## src/include/fsgr_pkg.sv

```systemverilog
// Constants for the fault status and general-purpose IO register block.
// Assumes an 8-bit register port on sys_clk and a serial link sampled on sys_clk.
package fsgr_pkg;

  // Register offsets
  localparam logic [7:0] FSGR_ADDR_FAULTN = 8'h13;
  localparam logic [7:0] FSGR_ADDR_GPIO = 8'h14;
  localparam logic [7:0] FSGR_ADDR_INT_STAT = 8'h15;
  localparam logic [7:0] FSGR_ADDR_INT_MASK = 8'h16;
  localparam logic [7:0] FSGR_ADDR_CLK_CTRL = 8'h17;

  // Reset values
  localparam logic [7:0] FSGR_RST_FAULTN = 8'h00;
  localparam logic [3:0] FSGR_RST_IO_DATA = 4'h0;
  localparam logic [3:0] FSGR_RST_IO_DIR = 4'hf;
  localparam logic [3:0] FSGR_RST_INT = 4'h0;
  localparam logic [2:0] FSGR_RST_RATE = 3'h6;

  // Field positions of the IO register
  localparam int FSGR_IO_DIR_LSB = 0;
  localparam int FSGR_IO_DATA_LSB = 4;

  // Field positions of the clock control register
  localparam int FSGR_CLK_RATE_LSB = 0;
  localparam int FSGR_CLK_OUT_EN_BIT = 3;

  // Interrupt status bits
  localparam int FSGR_IRQ_FAULT = 0;
  localparam int FSGR_IRQ_IO_CHANGE = 1;
  localparam int FSGR_IRQ_DATA_READY = 2;
  localparam int FSGR_IRQ_START = 3;

  // Highest data rate code; larger codes are clamped to it
  localparam logic [2:0] FSGR_RATE_MAX = 3'h6;

  // Start-to-ready latency at the fastest rate, in sys_clk cycles
  localparam logic [15:0] FSGR_DATA_READY_N_BASE_CYC = 16'h0040;

  // Conversion sequencer states
  typedef enum logic [2:0] {
    FSGR_CONV_IDLE = 3'b001,
    FSGR_CONV_WAIT = 3'b010,
    FSGR_CONV_READY = 3'b100
  } fsgr_conv_t;

endpackage

```

## src/verilog/fsgr_regs.sv

```systemverilog
// Fault status flags, general-purpose IO, conversion alignment and clock sharing.
// Assumes comparator outputs, IO pins, chip select, serial clock, start and the
// clock-source strap all arrive asynchronously; each passes two flip-flops first.
//
// Local design decision: the address-and-strobe port.
`timescale 1ns/1ps

// Summary of operation
// (RULE_01) Fault bit n reflects channel n+1 comparator
// (RULE_02) Fault register read-only, zero after reset
// (RULE_03) Fault register at 13h, resets 00h
// (RULE_04) Low nibble: direction, 1 input, reset Fh
// (RULE_05) High nibble reads actual pin levels
// (RULE_06) Data writes drive only output pins
// (RULE_07) IO register at 14h, resets 0Fh
// (RULE_08) Serial output released while chip select high
// (RULE_09) Host shares lines, one select at once
// (RULE_10) Start-to-ready delay fixed per data rate
// (RULE_11) Clock master drives its clock out
// (RULE_12) Fault flags follow comparators, no latching
module fsgr_regs
  import fsgr_pkg::*;
#(
  parameter int NUM_CH = 8,
  parameter int NUM_IO = 4,
  parameter logic [15:0] DATA_READY_N_BASE_CYC = FSGR_DATA_READY_N_BASE_CYC
) (
  // Clock and reset
  input wire logic sys_clk,
  input wire logic reset,
  // Register port
  input wire logic [7:0] reg_addr,
  input wire logic [7:0] reg_wdata,
  input wire logic reg_wr,
  input wire logic reg_rd,
  output logic [7:0] reg_rdata,
  // Comparator outputs, bit 7 channel 8 down to bit 0 channel 1
  input wire logic [NUM_CH-1:0] ch_neg_over_threshold,
  // General-purpose IO pins
  input wire logic [NUM_IO-1:0] io_pin_in,
  output logic [NUM_IO-1:0] io_pin_out,
  output logic [NUM_IO-1:0] io_pin_oe_n,
  // Serial link
  input wire logic cs_n,
  input wire logic sclk,
  output logic sdo_out,
  output logic sdo_oe_n,
  // Conversion control
  input wire logic start,
  output logic data_ready_n,
  // Clock sharing
  input wire logic clock_source_select_pin,
  output logic clk_out,
  // Interrupt
  output logic irq
);

  typedef struct packed {
    logic [NUM_CH-1:0] fault_s1;
    logic [NUM_CH-1:0] fault_s2;
    logic [NUM_CH-1:0] fault_q;
    logic [NUM_IO-1:0] io_s1;
    logic [NUM_IO-1:0] io_s2;
    logic [NUM_IO-1:0] io_seen_q;
    logic [NUM_IO-1:0] io_dir_q;
    logic [NUM_IO-1:0] io_out_q;
    logic cs_s1;
    logic cs_s2;
    logic cs_s3;
    logic sclk_s1;
    logic sclk_s2;
    logic sclk_s3;
    logic start_s1;
    logic start_s2;
    logic start_s3;
    logic csel_s1;
    logic csel_s2;
    logic [2:0] rate_q;
    logic clk_en_q;
    logic clk_out_q;
    logic [3:0] int_stat_q;
    logic [3:0] int_mask_q;
    logic irq_q;
    logic [7:0] rdata_q;
    logic [7:0] shift_q;
    logic sdo_q;
    logic sdo_oe_n_q;
    fsgr_conv_t conv_q;
    logic [15:0] lat_cnt_q;
    logic data_ready_n_n_q;
  } fsgr_state_t;

  fsgr_state_t s_q;
  fsgr_state_t s_d;

  // Decoded accesses and edges
  logic wr_gpio;
  logic wr_stat;
  logic wr_mask;
  logic wr_clk;
  logic sclk_fall;
  logic cs_fall;
  logic start_rise;
  logic [2:0] rate_eff;
  logic [15:0] lat_target;
  logic [3:0] events;
  logic [NUM_CH-1:0] fault_next;

  // Bus decode; unmapped writes are dropped
  assign wr_gpio = reg_wr && (reg_addr == FSGR_ADDR_GPIO);
  assign wr_stat = reg_wr && (reg_addr == FSGR_ADDR_INT_STAT);
  assign wr_mask = reg_wr && (reg_addr == FSGR_ADDR_INT_MASK);
  assign wr_clk = reg_wr && (reg_addr == FSGR_ADDR_CLK_CTRL);

  // Edges are taken from the second and third stages, never the first
  assign sclk_fall = s_q.sclk_s3 && !s_q.sclk_s2;
  assign cs_fall = s_q.cs_s3 && !s_q.cs_s2;
  assign start_rise = !s_q.start_s3 && s_q.start_s2;

  // (RULE_10) latency per rate
  // Slower rates double the wait; unused codes clamp so the delay never drifts
  assign rate_eff = (s_q.rate_q > FSGR_RATE_MAX) ? FSGR_RATE_MAX : s_q.rate_q;
  assign lat_target = DATA_READY_N_BASE_CYC << rate_eff;

  // (RULE_12) flags track comparators
  assign fault_next = s_q.fault_s2;

  always_comb begin
    s_d = s_q;
    events = 4'h0;

    // Two-stage synchronisers for every asynchronous input
    s_d.fault_s1 = ch_neg_over_threshold;
    s_d.fault_s2 = s_q.fault_s1;
    s_d.io_s1 = io_pin_in;
    s_d.io_s2 = s_q.io_s1;
    s_d.cs_s1 = cs_n;
    s_d.cs_s2 = s_q.cs_s1;
    s_d.cs_s3 = s_q.cs_s2;
    s_d.sclk_s1 = sclk;
    s_d.sclk_s2 = s_q.sclk_s1;
    s_d.sclk_s3 = s_q.sclk_s2;
    s_d.start_s1 = start;
    s_d.start_s2 = s_q.start_s1;
    s_d.start_s3 = s_q.start_s2;
    s_d.csel_s1 = clock_source_select_pin;
    s_d.csel_s2 = s_q.csel_s1;

    // (RULE_01) per-channel fault flags
    // Not writable from the bus, so no write path exists here
    s_d.fault_q = fault_next;
    if ((fault_next & ~s_q.fault_q) != '0) begin
      events[FSGR_IRQ_FAULT] = 1'b1;
    end

    // Pin changes on input pins raise an event
    s_d.io_seen_q = s_q.io_s2;
    if (((s_q.io_s2 ^ s_q.io_seen_q) & s_q.io_dir_q) != '0) begin
      events[FSGR_IRQ_IO_CHANGE] = 1'b1;
    end

    // (RULE_04) direction field write
    if (wr_gpio) begin
      s_d.io_dir_q = reg_wdata[FSGR_IO_DIR_LSB +: NUM_IO];
    end

    // (RULE_06) data write masked by direction
    // Input pins keep their old latch value so a later switch to output is predictable
    if (wr_gpio) begin
      for (int i = 0; i < NUM_IO; i++) begin
        if (!s_q.io_dir_q[i]) begin
          s_d.io_out_q[i] = reg_wdata[FSGR_IO_DATA_LSB + i];
        end
      end
    end

    // Own control registers
    if (wr_mask) begin
      s_d.int_mask_q = reg_wdata[3:0];
    end
    if (wr_clk) begin
      s_d.rate_q = reg_wdata[FSGR_CLK_RATE_LSB +: 3];
      s_d.clk_en_q = reg_wdata[FSGR_CLK_OUT_EN_BIT];
    end

    // Read data stands only in the cycle after the read strobe
    s_d.rdata_q = 8'h00;
    if (reg_rd) begin
      unique case (reg_addr)
        // (RULE_03) fault register read
        FSGR_ADDR_FAULTN: s_d.rdata_q = 8'(s_q.fault_q);
        // (RULE_05) pins read back
        FSGR_ADDR_GPIO: s_d.rdata_q = {s_q.io_s2, s_q.io_dir_q};
        FSGR_ADDR_INT_STAT: s_d.rdata_q = {4'h0, s_q.int_stat_q};
        FSGR_ADDR_INT_MASK: s_d.rdata_q = {4'h0, s_q.int_mask_q};
        FSGR_ADDR_CLK_CTRL: s_d.rdata_q = {4'h0, s_q.clk_en_q, s_q.rate_q};
        default: s_d.rdata_q = 8'h00;
      endcase
    end

    // (RULE_10) fixed start-to-ready sequence
    // A new start edge always restarts the count, so aligned starts stay aligned
    unique case (s_q.conv_q)
      FSGR_CONV_IDLE: begin
        if (start_rise) begin
          s_d.conv_q = FSGR_CONV_WAIT;
          s_d.lat_cnt_q = 16'h0001;
        end
      end
      FSGR_CONV_WAIT: begin
        if (start_rise) begin
          s_d.lat_cnt_q = 16'h0001;
        end else if (s_q.lat_cnt_q >= lat_target) begin
          s_d.conv_q = FSGR_CONV_READY;
          s_d.data_ready_n_n_q = 1'b0;
          events[FSGR_IRQ_DATA_READY] = 1'b1;
        end else begin
          s_d.lat_cnt_q = s_q.lat_cnt_q + 16'h0001;
        end
      end
      FSGR_CONV_READY: begin
        if (start_rise) begin
          s_d.conv_q = FSGR_CONV_WAIT;
          s_d.lat_cnt_q = 16'h0001;
          s_d.data_ready_n_n_q = 1'b1;
        end else if (cs_fall) begin
          s_d.data_ready_n_n_q = 1'b1;
          s_d.conv_q = FSGR_CONV_IDLE;
        end
      end
      default: begin
        s_d.conv_q = FSGR_CONV_IDLE;
        s_d.data_ready_n_n_q = 1'b1;
      end
    endcase
    if (start_rise) begin
      events[FSGR_IRQ_START] = 1'b1;
    end

    // Serial output shifts the fault flags out, msb first, on falling serial clock
    // Channels above the flag count shift out as zeros, bar the first bit, which carries the top flag
    if (cs_fall) begin
      s_d.shift_q = 8'(s_q.fault_q);
      s_d.sdo_q = s_q.fault_q[NUM_CH-1];
    end else if (!s_q.cs_s2 && sclk_fall) begin
      s_d.shift_q = {s_q.shift_q[6:0], 1'b0};
      s_d.sdo_q = s_q.shift_q[6];
    end

    // (RULE_08) release output when deselected
    // The synchroniser lag keeps the line driven a few cycles after deselect
    // (RULE_09) relies on host selecting one device
    s_d.sdo_oe_n_q = s_q.cs_s2;

    // (RULE_11) clock master output
    // Half-rate toggle; held low when not master so no runt pulses leave the chip
    if (s_q.csel_s2 && s_q.clk_en_q) begin
      s_d.clk_out_q = !s_q.clk_out_q;
    end else begin
      s_d.clk_out_q = 1'b0;
    end

    // Sticky status: set wins over a same-cycle write-one clear
    if (wr_stat) begin
      s_d.int_stat_q = s_q.int_stat_q & ~reg_wdata[3:0];
    end
    s_d.int_stat_q = s_d.int_stat_q | events;
    s_d.irq_q = (s_d.int_stat_q & s_d.int_mask_q) != 4'h0;
  end

  // (RULE_02) zero flags at reset
  // (RULE_07) IO register reset value
  always_ff @(posedge sys_clk) begin
    if (reset) begin
      s_q <= '0;
      s_q.fault_q <= FSGR_RST_FAULTN;
      s_q.io_dir_q <= FSGR_RST_IO_DIR;
      s_q.io_out_q <= FSGR_RST_IO_DATA;
      s_q.int_stat_q <= FSGR_RST_INT;
      s_q.int_mask_q <= FSGR_RST_INT;
      s_q.rate_q <= FSGR_RST_RATE;
      // Select stages reset high so no false select edge follows reset
      s_q.cs_s1 <= 1'b1;
      s_q.cs_s2 <= 1'b1;
      s_q.cs_s3 <= 1'b1;
      s_q.sdo_oe_n_q <= 1'b1;
      s_q.data_ready_n_n_q <= 1'b1;
      s_q.conv_q <= FSGR_CONV_IDLE;
    end else begin
      s_q <= s_d;
    end
  end

  // Outputs come straight from the state register
  assign reg_rdata = s_q.rdata_q;
  assign io_pin_out = s_q.io_out_q;
  assign io_pin_oe_n = s_q.io_dir_q;
  assign sdo_out = s_q.sdo_q;
  assign sdo_oe_n = s_q.sdo_oe_n_q;
  assign data_ready_n = s_q.data_ready_n_n_q;
  assign clk_out = s_q.clk_out_q;
  assign irq = s_q.irq_q;

endmodule
```

## config.mk

```make
export PLATFORM = sky130hd
export DESIGN_NAME = fsgr_regs
export DESIGN_NICKNAME = d
export VERILOG_FILES = /design/src/include/fsgr_pkg.sv /design/src/verilog/fsgr_regs.sv
export SDC_FILE = /design/constraint.sdc
export NUM_CORES = 1
export LEC_CHECK = 0
export BUFFER_PORTS_ARGS = -buffer_cell sky130_fd_sc_hd__buf_2
export CELL_PAD_IN_SITES_DETAIL_PLACEMENT = 2
export CELL_PAD_IN_SITES_GLOBAL_PLACEMENT = 2
export CORE_ASPECT_RATIO = 0.6
export CORE_MARGIN = 1.5
export CORE_UTILIZATION = 24
export DETAILED_ROUTE_END_ITERATION = 7
export GPL_TIMING_DRIVEN = 0
export PLACE_DENSITY = 0.66
export SYNTH_ARGS = -nofsm -noshare
export SYNTH_HDL_FRONTEND = slang
export SYNTH_SLANG_ARGS = --single-unit
```

## constraint.sdc

```tcl
create_clock -name sys_clk -period 2.4 [get_ports sys_clk]
set_input_delay 0.24 -clock sys_clk [delete_from_list [all_inputs] [get_ports sys_clk]]
set_output_delay 0.24 -clock sys_clk [all_outputs]
set_load 0.01 [all_outputs]
```

Word-level counts from Yosys, hierarchy flattened
Cells that the tools add are included.
- bitwise logic cells: 15
- order comparisons: 2
- reductions and logical operators: 27
- shift-type cells: 1
- mux-type cells: 27
- add/sub/neg operators: 1
- equal/unequal tests: 14
- operators with widths (kind ; count):
    $mux W16 ; 3
    $pmux W16 S3 ; 1
    $eq A8 B5 Y1 const B ; 5
    $pmux W8 S5 ; 1
    $mux W19 ; 1
    $add A16 B1 Y16 const B ; 1
    $ge A16 B16 Y1 ; 1
    $mux W8 ; 2
    $shl A7 B3 Y16 const A ; 1
    $mux W3 ; 5
    $and A4 B4 Y4 ; 3
    $reduce_and A4 Y1 ; 3
    $mux W1 ; 10
    $logic_and A1 B1 Y1 ; 9
    $pmux W3 S3 ; 1
    $and A8 B8 Y8 ; 1
    $mux W4 ; 2
    $ne A2 B2 Y1 const B ; 4
    $not A8 Y8 ; 1
    $reduce_and A2 Y1 ; 4
    $reduce_bool A4 Y1 ; 2
    $reduce_bool A8 Y1 ; 1
    $not A1 Y1 ; 7
    $ne A3 B3 Y1 const B ; 2
    12 further kinds ; 16
- register bits after elaboration: 105
- logic and storage cells: 121

Logic depth before layout (Yosys ltp)
- depth in word-level cells: 10
- gate-level depth with buffers: 10
- mapped depth without buffers: 8

Least setup slack after synthesis
Ideal clock, no wire load.
- path kind: register to register
- start point: register s_q[51] in the netlist's numbering
- end point: register s_q[6] in the netlist's numbering
- setup slack: -0.008 ns
- buffers on the path: 1
- clock period less this slack: 2.408 ns
- stages on the path, launching flop included: 9
- setup time: 0.133 ns
- data arrival time: 2.275 ns
- required time: 2.267 ns
- cells stage by stage: dfxtp_1 -> clkbuf_1 -> or3b_2 -> ha_1 -> and2_1 -> a221oi_2 -> a21oi_1 -> o311ai_0 -> a31oi_1
- word-level cells in the longest chain between the ends: 6
- RTL lines (item ; line ; source):
    start, declared ; fsgr_regs.sv:93 ; fsgr_state_t s_q;
    $gt A3 B3 Y1 ; fsgr_regs.sv:122 ; assign rate_eff = (s_q.rate_q > FSGR_RATE_MAX) ? FSGR_RATE_MAX : s_q.rate_q;
    $mux W3 * ; fsgr_regs.sv:122 ;
    $shl A7 B3 Y16 * ; fsgr_regs.sv:123 ; assign lat_target = DATA_READY_N_BASE_CYC << rate_eff;
    $ge A16 B16 Y1 * ; fsgr_regs.sv:213 ; end else if (s_q.lat_cnt_q >= lat_target) begin
    $ne A3 B3 Y1 (no line) * ; - ;
    $reduce_and A4 Y1 (no line) * ; - ;
Mark *: on every way between the ends. The rest lies on a longest branch, timed or not.
A chain may end at the register's enable or synchronous reset.

Worst setup path in the final report
- start point: register s_q[49] in the netlist's numbering
- end point: register s_q[15] in the netlist's numbering
The elaborated chain is that of the path after synthesis.

==> impl_metrics.yaml <==
sta:
  setup_viol: 1
  slew_headroom_pct: 32.5
  drv_slew: 0
  period_share_pct: 101
  layout_setup_ws_ns: -0.0273
  rsz0062_at_grt: "yes"
  min_period_ns: 2.43
  tightest_slew_ns: 1.01
  hold_violations: 0
  skew_ns: 0.00819
  max_freq_ghz: 0.412
setup_path:
  arrival_ns: 2.70
  cp_max_fo: 5
  critPathKind: "flop to flop"
  cp-end-kind: "flop"
  worst-r2r-setup-slack_ns: -0.03
  worstSetupStartpointType: "flop"
  required_ns: 2.68
global_route:
  grt_use_total_pct: 16.0
  antenna_found_initial: 0
  grt_pass1_wl_mm: 24.3
  grt_pass1_vias: 4184
  grt_max_degree: 23
  overflow: 0
power_and_ir_drop:
  power_frac_comb_pct: 6.1
  total_power_uw: 3580
  p_switching_uw: 952
  seq_power_share_pct: 50.6
  intPower_uw: 2630
  p_leak_uw: 0.00218
  sw_frac_of_total_pct: 26.6
  power_frac_clock_pct: 43.3
  irDropWorstVdd_uv: 321
  power.density_nw_per_um2: 622
die:
  core_area_um2: 18400
  io_pins: 57
  dieHeight_um: 110
  fp.dieW_um: 181
  start_util_pct: 24.9
  num_rows: 38
  die_area_um2: 20000
cts:
  tritoncts: "yes"
  cts-root-buf: "clkbuf_16"
  htreeDepth: 3
  cts.path.max_buffers: 2
  insertion_delay_ns: 0.36
  cts_buffers: 9
  clkTransAtPathRegs_ns: 0.08
  cts.sinks: 105
drt:
  drtIter0Drc: 208
  wl_per_cell_um: 19.1
  drtAntennaViolNets: 0
  vias_per_cell: 4.82
  drc: 0
  dr.pass1.iters: 4
  vias: 3927
  wirelength_mm: 15.6
logic_synthesis:
  yosys_warnings: 0
  syn_nets: 540
  synth_area_um2: 4580
  avgSynthCellArea_um2: 9.28
  syn_inst: 494
  synth_edf_count: 0
  synth-async-reset-ratio_pct: 0
  synth_ff_type: "dfxtp_1"
  yosysUniqueCellTypes: 67
  ys_seq_elements: 105
  yosysSeqAreaShare_pct: 45.9
worst_hold_path:
  holdCritPathClass: "primary input to flop"
layout:
  final_cells: 814
  drive_above_1_share_pct: 25.1
  area_growth_syn_to_layout_pct: 25.6
  diodes: 0
  final_nets: 615
  utilization_pct: 31.3
run_status:
  status: "finished, violations left"
  violations: "setup timing"
place:
  port_buffers: 56
  dp.cells: 790
  dp_hpwl_mm: 11.2
  place_congestion: 0.807
flow_run:
  cap_viol_max_count: 0
stage by stage:
| step | TNS [ns] | hold slack, ns | instance area (um^2) | setup WS [ns] |
|---|---|---|---|---|
| 4_1_cts | 0 | 0.0510 | 5660 | 0.00514 |
| 3_3_place_gp | -6.74 | 0.397 | 5170 | -0.411 |
| 3_5_place_dp | -8.19 | 0.413 | 5170 | -0.497 |
| 5_1_grt | -1.13 | 0.0580 | 5760 | -0.123 |
| 2_1_floorplan | 0 | 0.344 | 4590 | 0.00740 |
| 6_report | -0.0273 | 0.0602 | 5760 | -0.0273 |
area by class of cell:
cell class / instances / area [um^2]
Fill cell: 2032 / 12600
Multi-Input combinational cell: 331 / 2360
Sequential cell: 105 / 2110
Timing Repair Buffer: 64 / 365
Tap cell: 240 / 300
Clock buffer: 9 / 225
Buffer: 35 / 216
Clock inverter: 7 / 93.8
Inverter: 23 / 86.3
registers in the layout, indices dropped and copies added, names as in the netlist:
name,count
reg_rdata,8
s_q,53
fault_next,8
clk_out,1
sdo_oe_n,1
io_pin_out,4
sdo_out,1
s_d,23
data_ready_n,1
irq,1
io_pin_oe_n,4
routing by layer:
layer  vias up  share of wire [%]  track usage (%)  wire (um)
met5         -                  0                0          0
met1      1942                 52             22.8       8050
met2        83                 43             25.0       6640
li1       1886                  -                -          -
met4         0                1.1             3.51        167
met3        16                4.6             3.29        722
repair_timing:
action	4_1_cts	5_1_grt
setup buffers	7	0
cloned	2	1
setup endpoints to repair	21	21
hold buffers	0	0
resized for setup	33	13
pin swaps	10	12
critical path, stage by stage (launching register included):
cell and delay, ns:
dfxtp_4 0.37, or3b_2 0.50, ha_4 0.28, and2_4 0.16
o2111ai_4 0.18, a21oi_4 0.38, o221ai_4 0.23, o22ai_1 0.23
power groups by stage:
stage | Sequential (uW) | Combinational, uW | Clock [uW]
after CTS | 1810 | 217 | 1600
final | 1810 | 219 | 1550
after floorplan | 1840 | 116 | 0
after global routing | 1820 | 244 | 1680
after detailed placement | 1850 | 206 | 0
after global placement | 1850 | 197 | 0
path summary, 6_finish.rpt:
check             endpoint  startpoint  cells after the start
setup reg to reg   s_q[15]     s_q[49]                      7
hold reg to reg    s_d[20]     s_d[61]                      1
setup / recovery   s_q[15]     s_q[49]                      7
hold / removal     s_d[61]        cs_n                      2
synthesized netlist by cell type, drive strengths merged, types with 4 or more instances:
cell	n	share of area, %
dfxtp	105	46
nor2b	50	6.9
nor2	38	3.1
nand2	37	3.0
buf	24	3.6
inv	23	1.9
o21ai	22	2.4
a21oi	18	2.0
nand3	17	1.9
clkbuf	13	1.1
mux2i	12	2.6
ha	10	2.7
a22oi	9	1.5
a211oi	8	1.3
and2	8	1.1
nand4b	8	1.5
nand3b	6	0.98
o211ai	6	0.98
a31oi	5	0.68
nand4	5	0.68
nor3	5	0.87
o311ai	5	0.96
or2	5	0.68
a222oi	4	0.87
nor4	4	1.2
o31ai	4	0.66
xor2	4	0.76
placed cells by master (no fill, tap or decap), drive strengths merged, types with 4 or more instances in the layout:
cell type	Yosys	routed
nand3	17	17
o211ai	6	6
a21oi	18	19
o21ai	22	22
ha	10	10
a31oi	5	5
mux2i	12	12
nor2	38	38
clkinv	0	4
xor2	4	4
nand3b	6	6
a222oi	4	4
clkbuf	13	21
nand4b	8	8
o311ai	5	5
nand2	37	37
inv	23	26
and2	8	8
dfxtp	105	105
nor3	5	5
nor4	4	4
nand4	5	5
a22oi	9	9
a211oi	8	8
o31ai	4	4
nor2b	50	50
or2	5	5
buf	24	87
cell families (layout without fill, tap and decap cells):
family                   count (synthesis)  in the layout  share of synthesized area [%]
buffers and inverters                   60            138                           6.55
XOR/XNOR                                 5              5                          0.956
AND/OR/NAND/NOR                        198            198                           24.9
flip-flops                             105            105                           45.9
adder cells (fa/ha/maj)                 10             10                           2.73
other                                    1              1                         0.0818
AO/OA/AOI/OAI                          101            103                           15.8
multiplexers                            14             14                           3.11
(Power assumes the default switching activity.)
